[src/core/adcc_map.svh]
`ifndef ADCC_MAP_SVH
`define ADCC_MAP_SVH
// ----------------------------------------------------------------
// register offsets
// ----------------------------------------------------------------
`define ADCC_OFF_STATUS 7'h00
`define ADCC_OFF_IRQ_EN 7'h04
`define ADCC_OFF_CMD 7'h08
`define ADCC_OFF_CFG1 7'h0c
`define ADCC_OFF_CFG2 7'h10
`define ADCC_OFF_SMP 7'h14
`define ADCC_OFF_WDG 7'h18
`define ADCC_OFF_THR 7'h1c
`define ADCC_OFF_SEQ_LO 7'h2c
`define ADCC_OFF_SEQ_HI 7'h30
`define ADCC_OFF_FIFO 7'h4c
// ----------------------------------------------------------------
// event flag / enable positions and status bits
// ----------------------------------------------------------------
`define ADCC_EV_RDY 0
`define ADCC_EV_SMP 1
`define ADCC_EV_EOC 2
`define ADCC_EV_SEQ 3
`define ADCC_EV_OVR 4
`define ADCC_EV_AWD 5
`define ADCC_NUM_EV 6
`define ADCC_ST_EMPTY 8
`define ADCC_ST_FULL 9
// ----------------------------------------------------------------
// command bits
// ----------------------------------------------------------------
`define ADCC_CMD_EN 0
`define ADCC_CMD_DIS 1
`define ADCC_CMD_START 2
`define ADCC_CMD_STOP 4
// ----------------------------------------------------------------
// configuration fields
// ----------------------------------------------------------------
`define ADCC_CFG_DMA 0
`define ADCC_CFG_TRIG_HI 3
`define ADCC_CFG_TRIG_LO 1
`define ADCC_CFG_OVW 4
`define ADCC_CFG_WAIT 5
`define ADCC_CFG_CONT 6
`define ADCC_CFG_DISC 7
`define ADCC_CFG_DIFFERENTIAL_SELECT 8
`define ADCC_WDG_CH_HI 3
`define ADCC_WDG_CH_LO 0
`define ADCC_WDG_SGL 6
`define ADCC_WDG_EN 7
`define ADCC_THR_LT_HI 11
`define ADCC_THR_LT_LO 0
`define ADCC_THR_HT_HI 27
`define ADCC_THR_HT_LO 16
`define ADCC_TEMP_CH 4'hf
`define ADCC_TRIG_SW 3'h0
// ----------------------------------------------------------------
// write masks and reset values
// ----------------------------------------------------------------
`define ADCC_MASK_CFG1 32'h0000_01ff
`define ADCC_MASK_CFG2 32'h0000_ff0f
`define ADCC_MASK_SMP 32'h0000_00ff
`define ADCC_MASK_WDG 32'h0000_00cf
`define ADCC_MASK_THR 32'h0fff_0fff
`define ADCC_MASK_SEQ 32'hffff_ffff
`define ADCC_RST_SMP 32'h0000_0002
`define ADCC_RST_ZERO 32'h0000_0000
`endif

[src/core/adcc_pkg.sv]
`default_nettype none
package adcc_pkg;
    typedef enum logic [2:0] {
        adcc_off,
        adcc_wake,
        adcc_idle,
        adcc_busy,
        adcc_down
    } adcc_state_t;
    typedef logic [11:0] adcc_sample_t;
endpackage
`default_nettype wire

[src/core/adcc_fifo_if.sv]
`default_nettype none
interface adcc_fifo_if #(parameter int W = 12);
    logic push;
    logic ovw;
    logic [W-1:0] wdata;
    logic pop;
    logic [W-1:0] rdata;
    logic empty;
    logic full;
    modport ctrl(output push, ovw, wdata, pop, input rdata, empty, full);
    modport store(input push, ovw, wdata, pop, output rdata, empty, full);
endinterface
`default_nettype wire

[src/core/adcc_ctrl.sv]
`include "adcc_map.svh"
`default_nettype none
// Function
// channel 15 carries the on-chip temperature sensor voltage
// six event flags, each with its own interrupt enable
// window flag sets on result outside thresholds; write one clears
// empty status is high exactly when the result fifo is empty
// full status is high exactly when the result fifo is full
// overrun flag sets when a conversion ends with fifo full; w1c
// sequence-done flag sets after the last conversion; w1c
// conversion-done flag sets once result is stored; w1c or fifo read
// sample-end flag sets when the sampling phase ends
// ready flag sets after enable when converter accepts requests; w1c
// stop aborts conversion, reads one meanwhile, hardware clears it
// software sets stop only while start is one and disable zero
// start converts at once on software trigger, else on hardware trigger
// start clears at sequence end, conversion end in disc mode, or stop; code: those two only on software trigger, sequence end not in cont mode
// software sets start only while enable is one and disable zero
// disable powers down; hardware then clears disable and enable
// software sets disable only while enable is one and start zero
// enable starts power-up; enable reads zero while converter is off
// software sets enable only when all four command bits are zero
// differential select one samples differentially, zero single-ended
// all registers open to any privilege; reserved bits read zero
// overwrite mode replaces stored data with the newest result
// no dma requests after overrun until the flag is cleared
// wait mode starts a conversion only while fifo is not full
// interrupt when any enabled flag is set; writing zero keeps flags
module adcc_ctrl #(
    parameter int FIFO_DEPTH = 8
) (
    input wire logic clk_sys,
    input wire logic rstn,
    input wire logic reg_sel,
    input wire logic reg_wr,
    input wire logic [6:0] reg_addr,
    input wire logic [31:0] reg_wdata,
    output logic [31:0] reg_rdata,
    output logic reg_ack,
    input wire logic core_ready_pulse,
    input wire logic core_off_pulse,
    input wire logic core_stop_done,
    input wire logic core_sample_end,
    input wire logic core_conv_done,
    input wire logic core_seq_last,
    input wire adcc_pkg::adcc_sample_t core_data,
    input wire logic [3:0] core_channel,
    input wire logic hw_trigger,
    input wire logic dma_ack,
    output logic core_power_on,
    output logic core_start_conv,
    output logic core_abort,
    output logic core_differential_select_sel,
    output logic core_temp_sel,
    output logic dma_req,
    output logic irq
);
    import adcc_pkg::*;

    if (FIFO_DEPTH < 2) begin : g_bad_depth
        $error("fifo depth below 2");
    end

    function automatic logic w1c(input logic cur, input logic set, input logic clr);
        return set | (cur & ~clr);
    endfunction

    // ----------------------------------------------------------------
    // register access decode
    // ----------------------------------------------------------------
    wire acc_wr = reg_sel & reg_wr;
    wire acc_rd = reg_sel & ~reg_wr;
    wire wr_status = acc_wr & (reg_addr == `ADCC_OFF_STATUS);
    wire wr_irq_en = acc_wr & (reg_addr == `ADCC_OFF_IRQ_EN);
    wire wr_cmd = acc_wr & (reg_addr == `ADCC_OFF_CMD);
    wire fifo_rd = acc_rd & (reg_addr == `ADCC_OFF_FIFO);

    adcc_state_t state;
    adcc_state_t next_state;
    logic [`ADCC_NUM_EV-1:0] ev;
    logic [`ADCC_NUM_EV-1:0] next_ev;
    logic [`ADCC_NUM_EV-1:0] ev_set;
    logic [`ADCC_NUM_EV-1:0] ev_clr;
    logic [`ADCC_NUM_EV-1:0] ier;
    logic [31:0] cfg1;
    logic [31:0] cfg2;
    logic [31:0] smp;
    logic [31:0] wdg;
    logic [31:0] thr;
    logic [31:0] seq_lo;
    logic [31:0] seq_hi;
    logic cmd_en;
    logic cmd_dis;
    logic cmd_start;
    logic cmd_stop;

    adcc_fifo_if #(.W(12)) fif();
    adcc_fifo #(.W(12), .D(FIFO_DEPTH)) u_fifo (
        .clk_sys(clk_sys),
        .rstn(rstn),
        .fif(fif)
    );

    // ----------------------------------------------------------------
    // configuration fields
    // ----------------------------------------------------------------
    wire dma_en = cfg1[`ADCC_CFG_DMA];
    wire [2:0] trig_mode = cfg1[`ADCC_CFG_TRIG_HI:`ADCC_CFG_TRIG_LO];
    wire trig_sw = (trig_mode == `ADCC_TRIG_SW);
    wire ovw_mode = cfg1[`ADCC_CFG_OVW];
    wire wait_mode = cfg1[`ADCC_CFG_WAIT];
    wire cont_mode = cfg1[`ADCC_CFG_CONT];
    wire disc_mode = cfg1[`ADCC_CFG_DISC];
    wire awd_en = wdg[`ADCC_WDG_EN];
    wire awd_sgl = wdg[`ADCC_WDG_SGL];
    wire [3:0] awd_ch = wdg[`ADCC_WDG_CH_HI:`ADCC_WDG_CH_LO];
    wire [11:0] thr_lo = thr[`ADCC_THR_LT_HI:`ADCC_THR_LT_LO];
    wire [11:0] thr_hi = thr[`ADCC_THR_HT_HI:`ADCC_THR_HT_LO];
    // configuration is frozen while a start is pending or running
    wire cfg_wr = acc_wr & ~cmd_start;

    // ----------------------------------------------------------------
    // conversion events
    // ----------------------------------------------------------------
    wire busy = (state == adcc_busy);
    wire conv_end = core_conv_done & busy;
    wire conv_stored = conv_end & (~fif.full | ovw_mode);
    wire seq_end = conv_end & core_seq_last;
    wire awd_watch = awd_en & (~awd_sgl | (core_channel == awd_ch));
    wire awd_hit = awd_watch & ((core_data < thr_lo) | (core_data > thr_hi));
    wire wait_block = wait_mode & fif.full;
    wire trig_ok = trig_sw | hw_trigger;
    wire start_go = (state == adcc_idle) & cmd_start & ~cmd_stop & ~cmd_dis & trig_ok
        & ~wait_block;

    // ----------------------------------------------------------------
    // command handshake
    // ----------------------------------------------------------------
    wire cmd_idle = ~cmd_en & ~cmd_dis & ~cmd_start & ~cmd_stop;
    wire en_set = wr_cmd & reg_wdata[`ADCC_CMD_EN] & cmd_idle;
    wire dis_set = wr_cmd & reg_wdata[`ADCC_CMD_DIS] & cmd_en & ~cmd_start;
    wire start_set = wr_cmd & reg_wdata[`ADCC_CMD_START] & cmd_en & ~cmd_dis;
    wire stop_set = wr_cmd & reg_wdata[`ADCC_CMD_STOP] & cmd_start & ~cmd_dis;
    // with no conversion under way the stop finishes at once
    wire stop_done = cmd_stop & (busy ? core_stop_done : 1'b1);
    wire down_done = (state == adcc_down) & core_off_pulse;
    wire start_clr = stop_done
        | (trig_sw & ~cont_mode & ~disc_mode & seq_end)
        | (trig_sw & disc_mode & conv_end);
    wire next_cmd_en = en_set | (cmd_en & ~down_done);
    wire next_cmd_dis = dis_set | (cmd_dis & ~down_done);
    wire next_cmd_start = start_set | (cmd_start & ~start_clr);
    wire next_cmd_stop = stop_set | (cmd_stop & ~stop_done);

    // ----------------------------------------------------------------
    // converter sequencing
    // ----------------------------------------------------------------
    always_comb begin
        next_state = state;
        unique case (state)
            adcc_off: begin
                if (cmd_en) begin
                    next_state = adcc_wake;
                end
            end
            adcc_wake: begin
                if (cmd_dis) begin
                    next_state = adcc_down;
                end else if (core_ready_pulse) begin
                    next_state = adcc_idle;
                end
            end
            adcc_idle: begin
                if (cmd_dis) begin
                    next_state = adcc_down;
                end else if (start_go) begin
                    next_state = adcc_busy;
                end
            end
            adcc_busy: begin
                if (stop_done | core_conv_done) begin
                    next_state = adcc_idle;
                end
            end
            adcc_down: begin
                if (core_off_pulse) begin
                    next_state = adcc_off;
                end
            end
        endcase
    end

    // ----------------------------------------------------------------
    // event flags
    // ----------------------------------------------------------------
    always_comb begin
        ev_set = '0;
        ev_set[`ADCC_EV_RDY] = (state == adcc_wake) & core_ready_pulse & ~cmd_dis;
        ev_set[`ADCC_EV_SMP] = core_sample_end & busy;
        ev_set[`ADCC_EV_EOC] = conv_stored;
        ev_set[`ADCC_EV_SEQ] = seq_end;
        ev_set[`ADCC_EV_OVR] = conv_end & fif.full;
        ev_set[`ADCC_EV_AWD] = conv_end & awd_hit;
        ev_clr = wr_status ? reg_wdata[`ADCC_NUM_EV-1:0] : '0;
        ev_clr[`ADCC_EV_EOC] = ev_clr[`ADCC_EV_EOC] | fifo_rd;
        for (int i = 0; i < `ADCC_NUM_EV; i++) begin
            next_ev[i] = w1c(ev[i], ev_set[i], ev_clr[i]);
        end
    end

    // ----------------------------------------------------------------
    // fifo hookup
    // ----------------------------------------------------------------
    assign fif.push = conv_end;
    assign fif.ovw = ovw_mode;
    assign fif.wdata = core_data;
    assign fif.pop = fifo_rd | (dma_ack & dma_req);

    // ----------------------------------------------------------------
    // read data selection
    // ----------------------------------------------------------------
    wire [31:0] rd_status = {22'h0, fif.full, fif.empty, 2'h0, ev};
    wire [31:0] rd_cmd = {27'h0, cmd_stop, 1'b0, cmd_start, cmd_dis, cmd_en};
    wire [31:0] rd_fifo = {20'h0, fif.empty ? 12'h000 : fif.rdata};
    wire [31:0] rd_mux =
        (reg_addr == `ADCC_OFF_STATUS) ? rd_status :
        (reg_addr == `ADCC_OFF_IRQ_EN) ? {26'h0, ier} :
        (reg_addr == `ADCC_OFF_CMD) ? rd_cmd :
        (reg_addr == `ADCC_OFF_CFG1) ? cfg1 :
        (reg_addr == `ADCC_OFF_CFG2) ? cfg2 :
        (reg_addr == `ADCC_OFF_SMP) ? smp :
        (reg_addr == `ADCC_OFF_WDG) ? wdg :
        (reg_addr == `ADCC_OFF_THR) ? thr :
        (reg_addr == `ADCC_OFF_SEQ_LO) ? seq_lo :
        (reg_addr == `ADCC_OFF_SEQ_HI) ? seq_hi :
        (reg_addr == `ADCC_OFF_FIFO) ? rd_fifo : 32'h0000_0000;

    // ----------------------------------------------------------------
    // state, flags and commands
    // ----------------------------------------------------------------
    always_ff @(posedge clk_sys or negedge rstn) begin
        if (!rstn) begin
            state <= adcc_off;
            ev <= '0;
            cmd_en <= 1'b0;
            cmd_dis <= 1'b0;
            cmd_start <= 1'b0;
            cmd_stop <= 1'b0;
        end else begin
            state <= next_state;
            ev <= next_ev;
            cmd_en <= next_cmd_en;
            cmd_dis <= next_cmd_dis;
            cmd_start <= next_cmd_start;
            cmd_stop <= next_cmd_stop;
        end
    end

    // ----------------------------------------------------------------
    // configuration registers
    // ----------------------------------------------------------------
    always_ff @(posedge clk_sys or negedge rstn) begin
        if (!rstn) begin
            ier <= '0;
            cfg1 <= `ADCC_RST_ZERO;
            cfg2 <= `ADCC_RST_ZERO;
            smp <= `ADCC_RST_SMP;
            wdg <= `ADCC_RST_ZERO;
            thr <= `ADCC_RST_ZERO;
            seq_lo <= `ADCC_RST_ZERO;
            seq_hi <= `ADCC_RST_ZERO;
        end else begin
            if (wr_irq_en & ~cmd_start) begin
                ier <= reg_wdata[`ADCC_NUM_EV-1:0];
            end
            if (cfg_wr & (reg_addr == `ADCC_OFF_CFG1)) begin
                cfg1 <= reg_wdata & `ADCC_MASK_CFG1;
            end
            if (cfg_wr & (reg_addr == `ADCC_OFF_CFG2) & ~cmd_en) begin
                cfg2 <= reg_wdata & `ADCC_MASK_CFG2;
            end
            if (cfg_wr & (reg_addr == `ADCC_OFF_SMP)) begin
                smp <= reg_wdata & `ADCC_MASK_SMP;
            end
            if (cfg_wr & (reg_addr == `ADCC_OFF_WDG)) begin
                wdg <= reg_wdata & `ADCC_MASK_WDG;
            end
            if (cfg_wr & (reg_addr == `ADCC_OFF_THR)) begin
                thr <= reg_wdata & `ADCC_MASK_THR;
            end
            if (cfg_wr & (reg_addr == `ADCC_OFF_SEQ_LO)) begin
                seq_lo <= reg_wdata & `ADCC_MASK_SEQ;
            end
            if (cfg_wr & (reg_addr == `ADCC_OFF_SEQ_HI)) begin
                seq_hi <= reg_wdata & `ADCC_MASK_SEQ;
            end
        end
    end

    // ----------------------------------------------------------------
    // registered outputs
    // ----------------------------------------------------------------
    always_ff @(posedge clk_sys or negedge rstn) begin
        if (!rstn) begin
            reg_rdata <= 32'h0000_0000;
            reg_ack <= 1'b0;
            core_power_on <= 1'b0;
            core_start_conv <= 1'b0;
            core_abort <= 1'b0;
            core_differential_select_sel <= 1'b0;
            core_temp_sel <= 1'b0;
            dma_req <= 1'b0;
            irq <= 1'b0;
        end else begin
            reg_rdata <= acc_rd ? rd_mux : 32'h0000_0000;
            reg_ack <= reg_sel;
            core_power_on <= (next_state != adcc_off) & (next_state != adcc_down);
            core_start_conv <= start_go;
            core_abort <= next_cmd_stop;
            core_differential_select_sel <= cfg1[`ADCC_CFG_DIFFERENTIAL_SELECT];
            core_temp_sel <= (core_channel == `ADCC_TEMP_CH) & (next_state == adcc_busy);
            dma_req <= dma_en & ~next_ev[`ADCC_EV_OVR] & (~fif.empty | fif.push);
            irq <= |(next_ev & ier);
        end
    end
endmodule
`default_nettype wire

[src/core/adcc_fifo.sv]
`default_nettype none
module adcc_fifo #(
    parameter int W = 12,
    parameter int D = 8
) (
    input wire logic clk_sys,
    input wire logic rstn,
    adcc_fifo_if.store fif
);
    localparam int AW = $clog2(D);
    if (D < 2 || (D & (D - 1)) != 0) begin : g_bad_depth
        $error("fifo depth must be a power of two, at least 2");
    end
    logic [W-1:0] mem [D];
    logic [AW-1:0] wp;
    logic [AW-1:0] rp;
    logic [AW:0] cnt;
    wire do_pop = fif.pop & ~fif.empty;
    wire do_push = fif.push & (~fif.full | do_pop);
    // overwrite mode: newest slot takes the fresh result
    wire do_ovw = fif.push & fif.full & ~do_pop & fif.ovw;
    assign fif.empty = (cnt == '0);
    assign fif.full = (cnt == (AW+1)'(D));
    assign fif.rdata = mem[rp];
    always_ff @(posedge clk_sys) begin
        if (do_push) begin
            mem[wp] <= fif.wdata;
        end else if (do_ovw) begin
            mem[wp - 1'b1] <= fif.wdata;
        end
    end
    always_ff @(posedge clk_sys or negedge rstn) begin
        if (!rstn) begin
            wp <= '0;
            rp <= '0;
            cnt <= '0;
        end else begin
            wp <= wp + AW'(do_push);
            rp <= rp + AW'(do_pop);
            cnt <= cnt + (AW+1)'(do_push) - (AW+1)'(do_pop);
        end
    end
endmodule
`default_nettype wire

[config.mk]
export PLATFORM = sky130hd
export DESIGN_NAME = adcc_ctrl
export DESIGN_NICKNAME = d
export VERILOG_FILES = /design/src/core/adcc_pkg.sv /design/src/core/adcc_fifo_if.sv /design/src/core/adcc_ctrl.sv /design/src/core/adcc_fifo.sv
export VERILOG_INCLUDE_DIRS = /design/src /design/src/core
export SDC_FILE = /design/constraint.sdc
export NUM_CORES = 1
export LEC_CHECK = 0
export BUFFER_PORTS_ARGS = -buffer_cell sky130_fd_sc_hd__buf_2
export CAP_MARGIN = 30
export CORE_ASPECT_RATIO = 1.75
export CORE_MARGIN = 2
export CORE_UTILIZATION = 56
export DETAILED_ROUTE_END_ITERATION = 10
export HOLD_SLACK_MARGIN = 0.02
export PLACE_DENSITY = 0.83
export SLEW_MARGIN = 15
export SYNTH_ARGS = -nofsm -noshare
export SYNTH_HDL_FRONTEND = slang
export SYNTH_SLANG_ARGS = --single-unit
[constraint.sdc]
create_clock -name clk_sys -period 5.9 [get_ports clk_sys]
set_clock_uncertainty 0.1 [all_clocks]
set_input_delay 1.18 -clock clk_sys [delete_from_list [all_inputs] [get_ports clk_sys]]
set_output_delay 1.18 -clock clk_sys [all_outputs]
set_load 0.02 [all_outputs]
==> results.toml, run 1 <==
[outcome]
status = "finished clean"

[power_and_ir_drop]
static-leakage-power_nw = 6.46
cellInternalPower_mw = 3.45
vdd.ir_drop.worst_mv = 0.251
power_switching_share_pct = 25.0
power.combinational.fraction_pct = 12.2
clock_power_share_pct = 39.2
power_switching_mw = 1.15
power.density_nw_per_um2 = 312
seq_power_share_pct = 48.7

[hold_path]
min_path_cells = 0
worstHoldPathType = "flip-flop to flip-flop"

[place]
place_ws_ns = 1.55
portBuffers = 106
hpwlAfterDp_mm = 23.9
gp_congestion = 1.03
dpl-instance-area_um2 = 13700

[synth]
post_synth.cell_area_avg_um2 = 13.4
yosys.area_share.adder_pct = 3.46
synth_largest_area_cell = "sky130_fd_sc_hd__dfrtp_1"
post_synth_main_area_contributors = "sky130_fd_sc_hd__dfrtp_1 (37%), sky130_fd_sc_hd__edfxtp_1 (22%), sky130_fd_sc_hd__mux2_2 (11%)"
synthesis.nets = 1066
synth-seq-area-share_pct = 59.5
ys_dominant_reg_cell = "sky130_fd_sc_hd__dfrtp_1"
synth_edf_count = 96
synth_cells = 964
synthSimpleGateAreaFrac_pct = 7.58
yosysUniqueCellTypes = 67
async_flop_share_pct = 66.6
synth-compound-area-share_pct = 9.22
synth.mux.area_fraction_pct = 16.8
post_synthesis_sequential_element_count = 287
synth_top_family_by_area = "multiplexers"
synthXorXnorAreaFrac_pct = 0.816
synth.yosys.warnings = 0
yosys.area.top_type_share_pct = 36.9
mappedNetlistArea_um2 = 12900

[sta]
rsz0062_at_grt = "no"
final-max-slew-violation-count = 0
maxClockFrequency_ghz = 0.277
worst_slack_ns = 2.29
finalCritPeriodShare_pct = 61.1
timing.max_slew.rel_slack_pct = 31.3
finalSetupViolations = 0
setup_tns_ns = 0
layout_min_cycle_time_ns = 3.61
final_hold_viol_count = 0
worst-slew-pin-transition_ns = 1.02
post_route_hold_slack_ns = 0.355

[worst_setup_path]
worst-endpoint-arrival_ns = 3.75
critPathLaunchType = "input pin"
path_buf_inv = 3
timing.critical_path.cells = "buf_2 -> nand4bb_1 -> buf_4 -> o41ai_1 -> a211oi_1 -> nor3_1 -> a31oi_1 -> nor2_1 -> buf_4"
cp_num_cells = 9
cpPeakStageDelay_ns = 0.52
cpLargestDelayFamily = "simple AND/OR/NAND/NOR gates"
cp.required_ns = 6.05
cp_max_fo = 21
worst-setup-path-type = "input pin to flip-flop"
ff2ff_path_depth = 7
kind_of_end_point_of_the_critical_path = "flip-flop"
cpMostUsedCell = "sky130_fd_sc_hd__buf_4"
timing.critical_path.slowest_stage_cell = "sky130_fd_sc_hd__nor2_1"

[cts]
post_cts.repair.setup_buffers = 0
postCtsResizedCells = 0
ctsLongestPathBuffers = 3
cts_tree = "done"
root_buffer = "sky130_fd_sc_hd__clkbuf_16"
cts-buffers-inserted = 27
clock_sink_count = 287
clock_tree.htree_level_count = 1
insertion_delay_ns = 0.54
number_of_hold_buffers_added_after_cts = 0
cts.clk_slew.worst_paths_ns = 0.07

[routing]
finalWirelength_mm = 34.2
first_iter_violations = 820
router_iterations_before_antenna_repair = 5
drt-vias-per-instance = 6.38
num_vias = 8918
drt_drc_violations_left = 0
route.antenna.remaining_nets = 0
post_drt_wl_per_cell_um = 24.4

[cells_and_area]
final_cell_utilization_of_the_core_pct = 65.1
layout.cell_area.non_filler_um2 = 14800
drive_gt1_share_pct = 31.1
syn_to_final_growth_pct = 14.5
finish.net_count = 1179
layout.cells.most_common_list = "sky130_fd_sc_hd__dfrtp_1 (190), sky130_fd_sc_hd__mux2_2 (129), sky130_fd_sc_hd__buf_2 (106)"
layout.cells.most_common = "sky130_fd_sc_hd__dfrtp_1"

[grt]
grt_remaining_overflow = 0
grt_pass1_vias = 9272
grt_antenna_before_repair = 0
gr-usage-all-layers_pct = 28.4
grt_pass1_wl_mm = 52.6
largest_net_degree_at_the_start_of_global_routing = 103

[floorplanning]
floorplan.initialDensity_pct = 56.9
floorplan.core_area_um2 = 22700
die_h_um = 205
num_io_pins = 107
fp-row-count = 73
die-width_um = 119
die_footprint_um2 = 24300

[run]
max_cap_violations = 0
==> cell type report <==
class / count / area (um2)
Antenna cell: 1 / 2.50
Clock buffer: 34 / 763
Clock inverter: 15 / 176
Fill cell: 1661 / 7900
Inverter: 40 / 150
Multi-Input combinational cell: 591 / 4880
Sequential cell: 287 / 7660
Tap cell: 300 / 375
Timing Repair Buffer: 130 / 737
==> power by group through the flow <==
stage | Clock (mW) | Combinational [mW] | Sequential (mW)
after floorplan | 0 | 0.365 | 2.24
after global placement | 0 | 0.507 | 2.28
after detailed placement | 0 | 0.531 | 2.28
after CTS | 1.82 | 0.535 | 2.25
after global routing | 1.90 | 0.618 | 2.25
final | 1.80 | 0.560 | 2.24
==> cell usage after synthesis, drive strengths merged, types with 12 or more instances <==
cell	instances
mux2	130
nor3	13
buf	22
inv	40
ha	34
a21oi	36
nand3	12
mux4	24
nor2	65
dfrtp	190
edfxtp	96
mux2i	16
o21ai	41
clkbuf	24
a222oi	14
nand2	57
==> cells by family after synthesis <==
family / Yosys count
xor+xnor: 12
buf+inv: 86
mux: 170
simple gates: 201
compound gates: 173
fa+ha+maj: 35
flops: 287
==> per-stage QoR <==
step / power, mW / std cells
after floorplan: 2.60 / 964
after global placement: 2.79 / 1341
after detailed placement: 2.81 / 1342
after CTS: 4.61 / 1391
after global routing: 4.76 / 1397
final: 4.60 / 1398
==> sequential cells by signal, indices dropped and copies added (netlist names), 8 cells and up <==
register,count
u_fifo.mem,96
reg_rdata,32
seq_hi,32
seq_lo,32
thr,24
cfg2,12
cfg1,9
smp,8
==> routing by layer <==
metal  global-route usage [%]  wire length, um
met4                     19.0             2460
met2                     50.5            18000
met5                        0                0
met3                     4.37             2050
met1                     31.0            11700
==> final timing paths <==
path | end | slack (ns) | startpoint
worst max-delay path | u_fifo.mem[1][3]$_DFFE_PP_ | 2.29 | reg_addr[2]
worst min register to register | core_differential_select_sel$_DFF_PN0_ | 0.35 | cfg1[8]$_DFFE_PN0P_
max in group asynchronous | wdg[3]$_DFFE_PN0P_ | 3.95 | rstn
min in group asynchronous | u_fifo.cnt[1]$_DFF_PN0_ | 0.57 | rstn
worst min-delay path | core_differential_select_sel$_DFF_PN0_ | 0.35 | cfg1[8]$_DFFE_PN0P_
worst max register to register | u_fifo.mem[1][3]$_DFFE_PP_ | 2.61 | state[1]$_DFF_PN0_
==> worst reg2reg max path, delay by kind of cell, from the launching register on <==
kind            cells  cell delay [ns]
buf+inv             2             0.48
simple gates        3             0.87
flops               1             0.58
compound gates      2             0.97
No activity file was read; power rests on OpenSTA's default activity.
==> inputs of run 2 (changes only) <==
--- a/config.mk
+++ b/config.mk
@@ -10,10 +10,10 @@
 export CAP_MARGIN = 30
 export CORE_ASPECT_RATIO = 1.75
 export CORE_MARGIN = 2
-export CORE_UTILIZATION = 56
+export CORE_UTILIZATION = 54
 export DETAILED_ROUTE_END_ITERATION = 10
 export HOLD_SLACK_MARGIN = 0.02
-export PLACE_DENSITY = 0.83
+export PLACE_DENSITY = 0.84
 export SLEW_MARGIN = 15
 export SYNTH_ARGS = -nofsm -noshare
 export SYNTH_HDL_FRONTEND = slang
==> constraint.sdc (replaced) <==
create_clock -name clk_sys -period 3.01 [get_ports clk_sys]
set_clock_uncertainty 0.1 [all_clocks]
set_input_delay 0.602 -clock clk_sys [delete_from_list [all_inputs] [get_ports clk_sys]]
set_output_delay 0.602 -clock clk_sys [all_outputs]
set_load 0.02 [all_outputs]
==> run 2 against run 1 <==
Global-route usage shrank 0.86 points. Critical path depth is 2 lower. First-iteration DRC count is 17% lower. Combinational power rose by 100%. Clock power rose by 97%.
==> results.toml, run 2 (synthesis gave the netlist of run 1 again) <==
[outcome]
status = "finished clean"

[sta]
finalSetupViolations = 0
timing.max_slew.rel_slack_pct = 46.6
setup_tns_ns = 0
worst-slew-pin-transition_ns = 0.791
final_hold_viol_count = 0
finalCritPeriodShare_pct = 92.2
final-max-slew-violation-count = 0
layout_min_cycle_time_ns = 2.77
rsz0062_at_grt = "no"
maxClockFrequency_ghz = 0.360

[worst_setup_path]
timing.critical_path.slowest_stage_cell = "sky130_fd_sc_hd__a211oi_1"
cpMostUsedCell = "sky130_fd_sc_hd__buf_4"
timing.critical_path.cells = "and4b_1 -> nand2_1 -> a211oi_1 -> buf_4 -> a31oi_1 -> nor2_1 -> buf_4"
worst-setup-path-type = "flip-flop to flip-flop"
kind_of_end_point_of_the_critical_path = "flip-flop"
cpPeakStageDelay_ns = 0.66
worst-endpoint-arrival_ns = 2.91
critPathLaunchType = "flip-flop"
cp_max_fo = 7
cp.required_ns = 3.15

[power_and_ir_drop]
power_switching_mw = 2.27
static-leakage-power_nw = 6.67
clock_power_share_pct = 39.3
cellInternalPower_mw = 6.77
power.combinational.fraction_pct = 12.6
seq_power_share_pct = 48.2
vdd.ir_drop.worst_mv = 0.480
power_switching_share_pct = 25.1
power.density_nw_per_um2 = 597

[floorplanning]
floorplan.initialDensity_pct = 55.0
fp-row-count = 74
die_h_um = 208
die-width_um = 121
die_footprint_um2 = 25200
floorplan.core_area_um2 = 23400
num_io_pins = 107

[cells_and_area]
drive_gt1_share_pct = 33.7
largest_register_ff_count = 96
finish.net_count = 1223
area_of_combinational_cells_with_multiple_inputs_um2 = 4880
largest-register = "u_fifo.mem"
layout.cell_area.non_filler_um2 = 15100
cell_count_final_fillers_out = 1445
layout.cells.most_common = "sky130_fd_sc_hd__dfrtp_1"
syn_to_final_growth_pct = 17.4
layout.area.seq_um2 = 7660
num-fill-cells = 1675
antennaDiodeCount = 0
layout.cells.most_common_list = "sky130_fd_sc_hd__dfrtp_1 (190), sky130_fd_sc_hd__mux2_2 (129), sky130_fd_sc_hd__buf_2 (105)"

[place]
gp_congestion = 0.936
hpwlAfterDp_mm = 24.0
place.detailed.instances = 1396
portBuffers = 106
dpl-instance-area_um2 = 14200

[routing]
finalWirelength_mm = 34.2
router_iterations_before_antenna_repair = 6
drt-vias-per-instance = 6.26
drt_drc_violations_left = 0
num_vias = 9052
route.antenna.remaining_nets = 0
first_iter_violations = 678
post_drt_wl_per_cell_um = 23.7

[grt]
gr-usage-met2_pct = 47.6
use_met3_pct = 3.89
grt_antenna_before_repair = 0
grt_pass1_vias = 9534
gr-usage-all-layers_pct = 27.5
global_route.usage.met1_pct = 32.1
grt-busiest-layer = "met2"
grt_pass1_wl_mm = 53.0
largest_net_degree_at_the_start_of_global_routing = 70
grt_remaining_overflow = 0

[cts]
post_cts.repair.setup_buffers = 0
insertion_delay_ns = 0.56
number_of_hold_buffers_added_after_cts = 1
clock_sink_count = 287
postCtsResizedCells = 0
clock_tree.htree_level_count = 1
cts.clk_slew.worst_paths_ns = 0.07
cts-buffers-inserted = 26
root_buffer = "sky130_fd_sc_hd__clkbuf_16"
ctsLongestPathBuffers = 3
cts_tree = "done"

[run]
max_cap_violations = 0

[hold_path]
worstHoldPathType = "input pin to flip-flop"
run 2: cell types whose count changed in the layout (fill, tap and decap cells not counted), moves of 2 or more:
cell	change
sky130_fd_sc_hd__buf_4	+41
sky130_fd_sc_hd__buf_12	+5
sky130_fd_sc_hd__clkinv_4	-4
sky130_fd_sc_hd__clkbuf_8	-3
sky130_fd_sc_hd__clkinvlp_4	+3
sky130_fd_sc_hd__bufinv_16	+2
sky130_fd_sc_hd__clkbuf_16	-2
sky130_fd_sc_hd__clkinv_2	+2
run 2: routing by layer:
layer | wire length, um | share of wire, %
met1 | 12400 | 36
met2 | 17500 | 51
met3 | 2170 | 6.3
met4 | 2170 | 6.3
met5 | 0 | 0
run 2: path summary, 6_finish.rpt:
path,startpoint,end,slack (ns),cells past startpoint
worst min register to register,cfg1[8]$_DFFE_PN0P_,core_differential_select_sel$_DFF_PN0_,0.32,0
max in group asynchronous,rstn,reg_rdata[24]$_DFF_PN0_,1.50,3
worst min-delay path,reg_sel,reg_ack$_DFF_PN0_,0.11,1
worst max-delay path,state[2]$_DFF_PN0_,u_fifo.mem[0][4]$_DFFE_PP_,0.24,7
min in group asynchronous,rstn,u_fifo.cnt[2]$_DFF_PN0_,0.52,2
worst max register to register,state[2]$_DFF_PN0_,u_fifo.mem[0][4]$_DFFE_PP_,0.24,7
run 2: power by group through the flow:
| stage | Combinational [mW] | Clock, mW | Sequential, mW |
|---|---|---|---|
| 2_1_floorplan | 0.715 | 0 | 4.38 |
| 3_3_place_gp | 1.08 | 0 | 4.41 |
| 3_5_place_dp | 1.12 | 0 | 4.42 |
| 4_1_cts | 1.14 | 3.61 | 4.35 |
| 5_1_grt | 1.26 | 3.74 | 4.37 |
| 6_report | 1.13 | 3.55 | 4.35 |
run 2: through the flow:
stage | total power [mW] | hold WS, ns | utilization [%] | worst slack [ns]
final | 9.03 | 0.110 | 64.6 | 0.236
after global placement | 5.50 | 0.300 | 60.6 | 0.113
after detailed placement | 5.55 | 0.309 | 60.6 | 0.0688
after global routing | 9.37 | 0.102 | 64.6 | 0.125
after floorplan | 5.10 | 0.206 | - | 0.0808
after CTS | 9.09 | 0.0894 | 64.6 | 0.286
run 2: worst max-delay path: cells and delay by family, from the launching register on:
family          cells  cell delay (ns)
flops               1             0.39
simple gates        3             0.71
buf+inv             2             0.47
compound gates      2             0.77
run 2: layout make-up:
cell class	count	area share (%)
Sequential cell	287	50.7
Multi-Input combinational cell	591	32.3
Timing Repair Buffer	175	7.42
Clock buffer	29	4.44
Tap cell	304	2.52
Clock inverter	19	1.65
Inverter	40	0.993
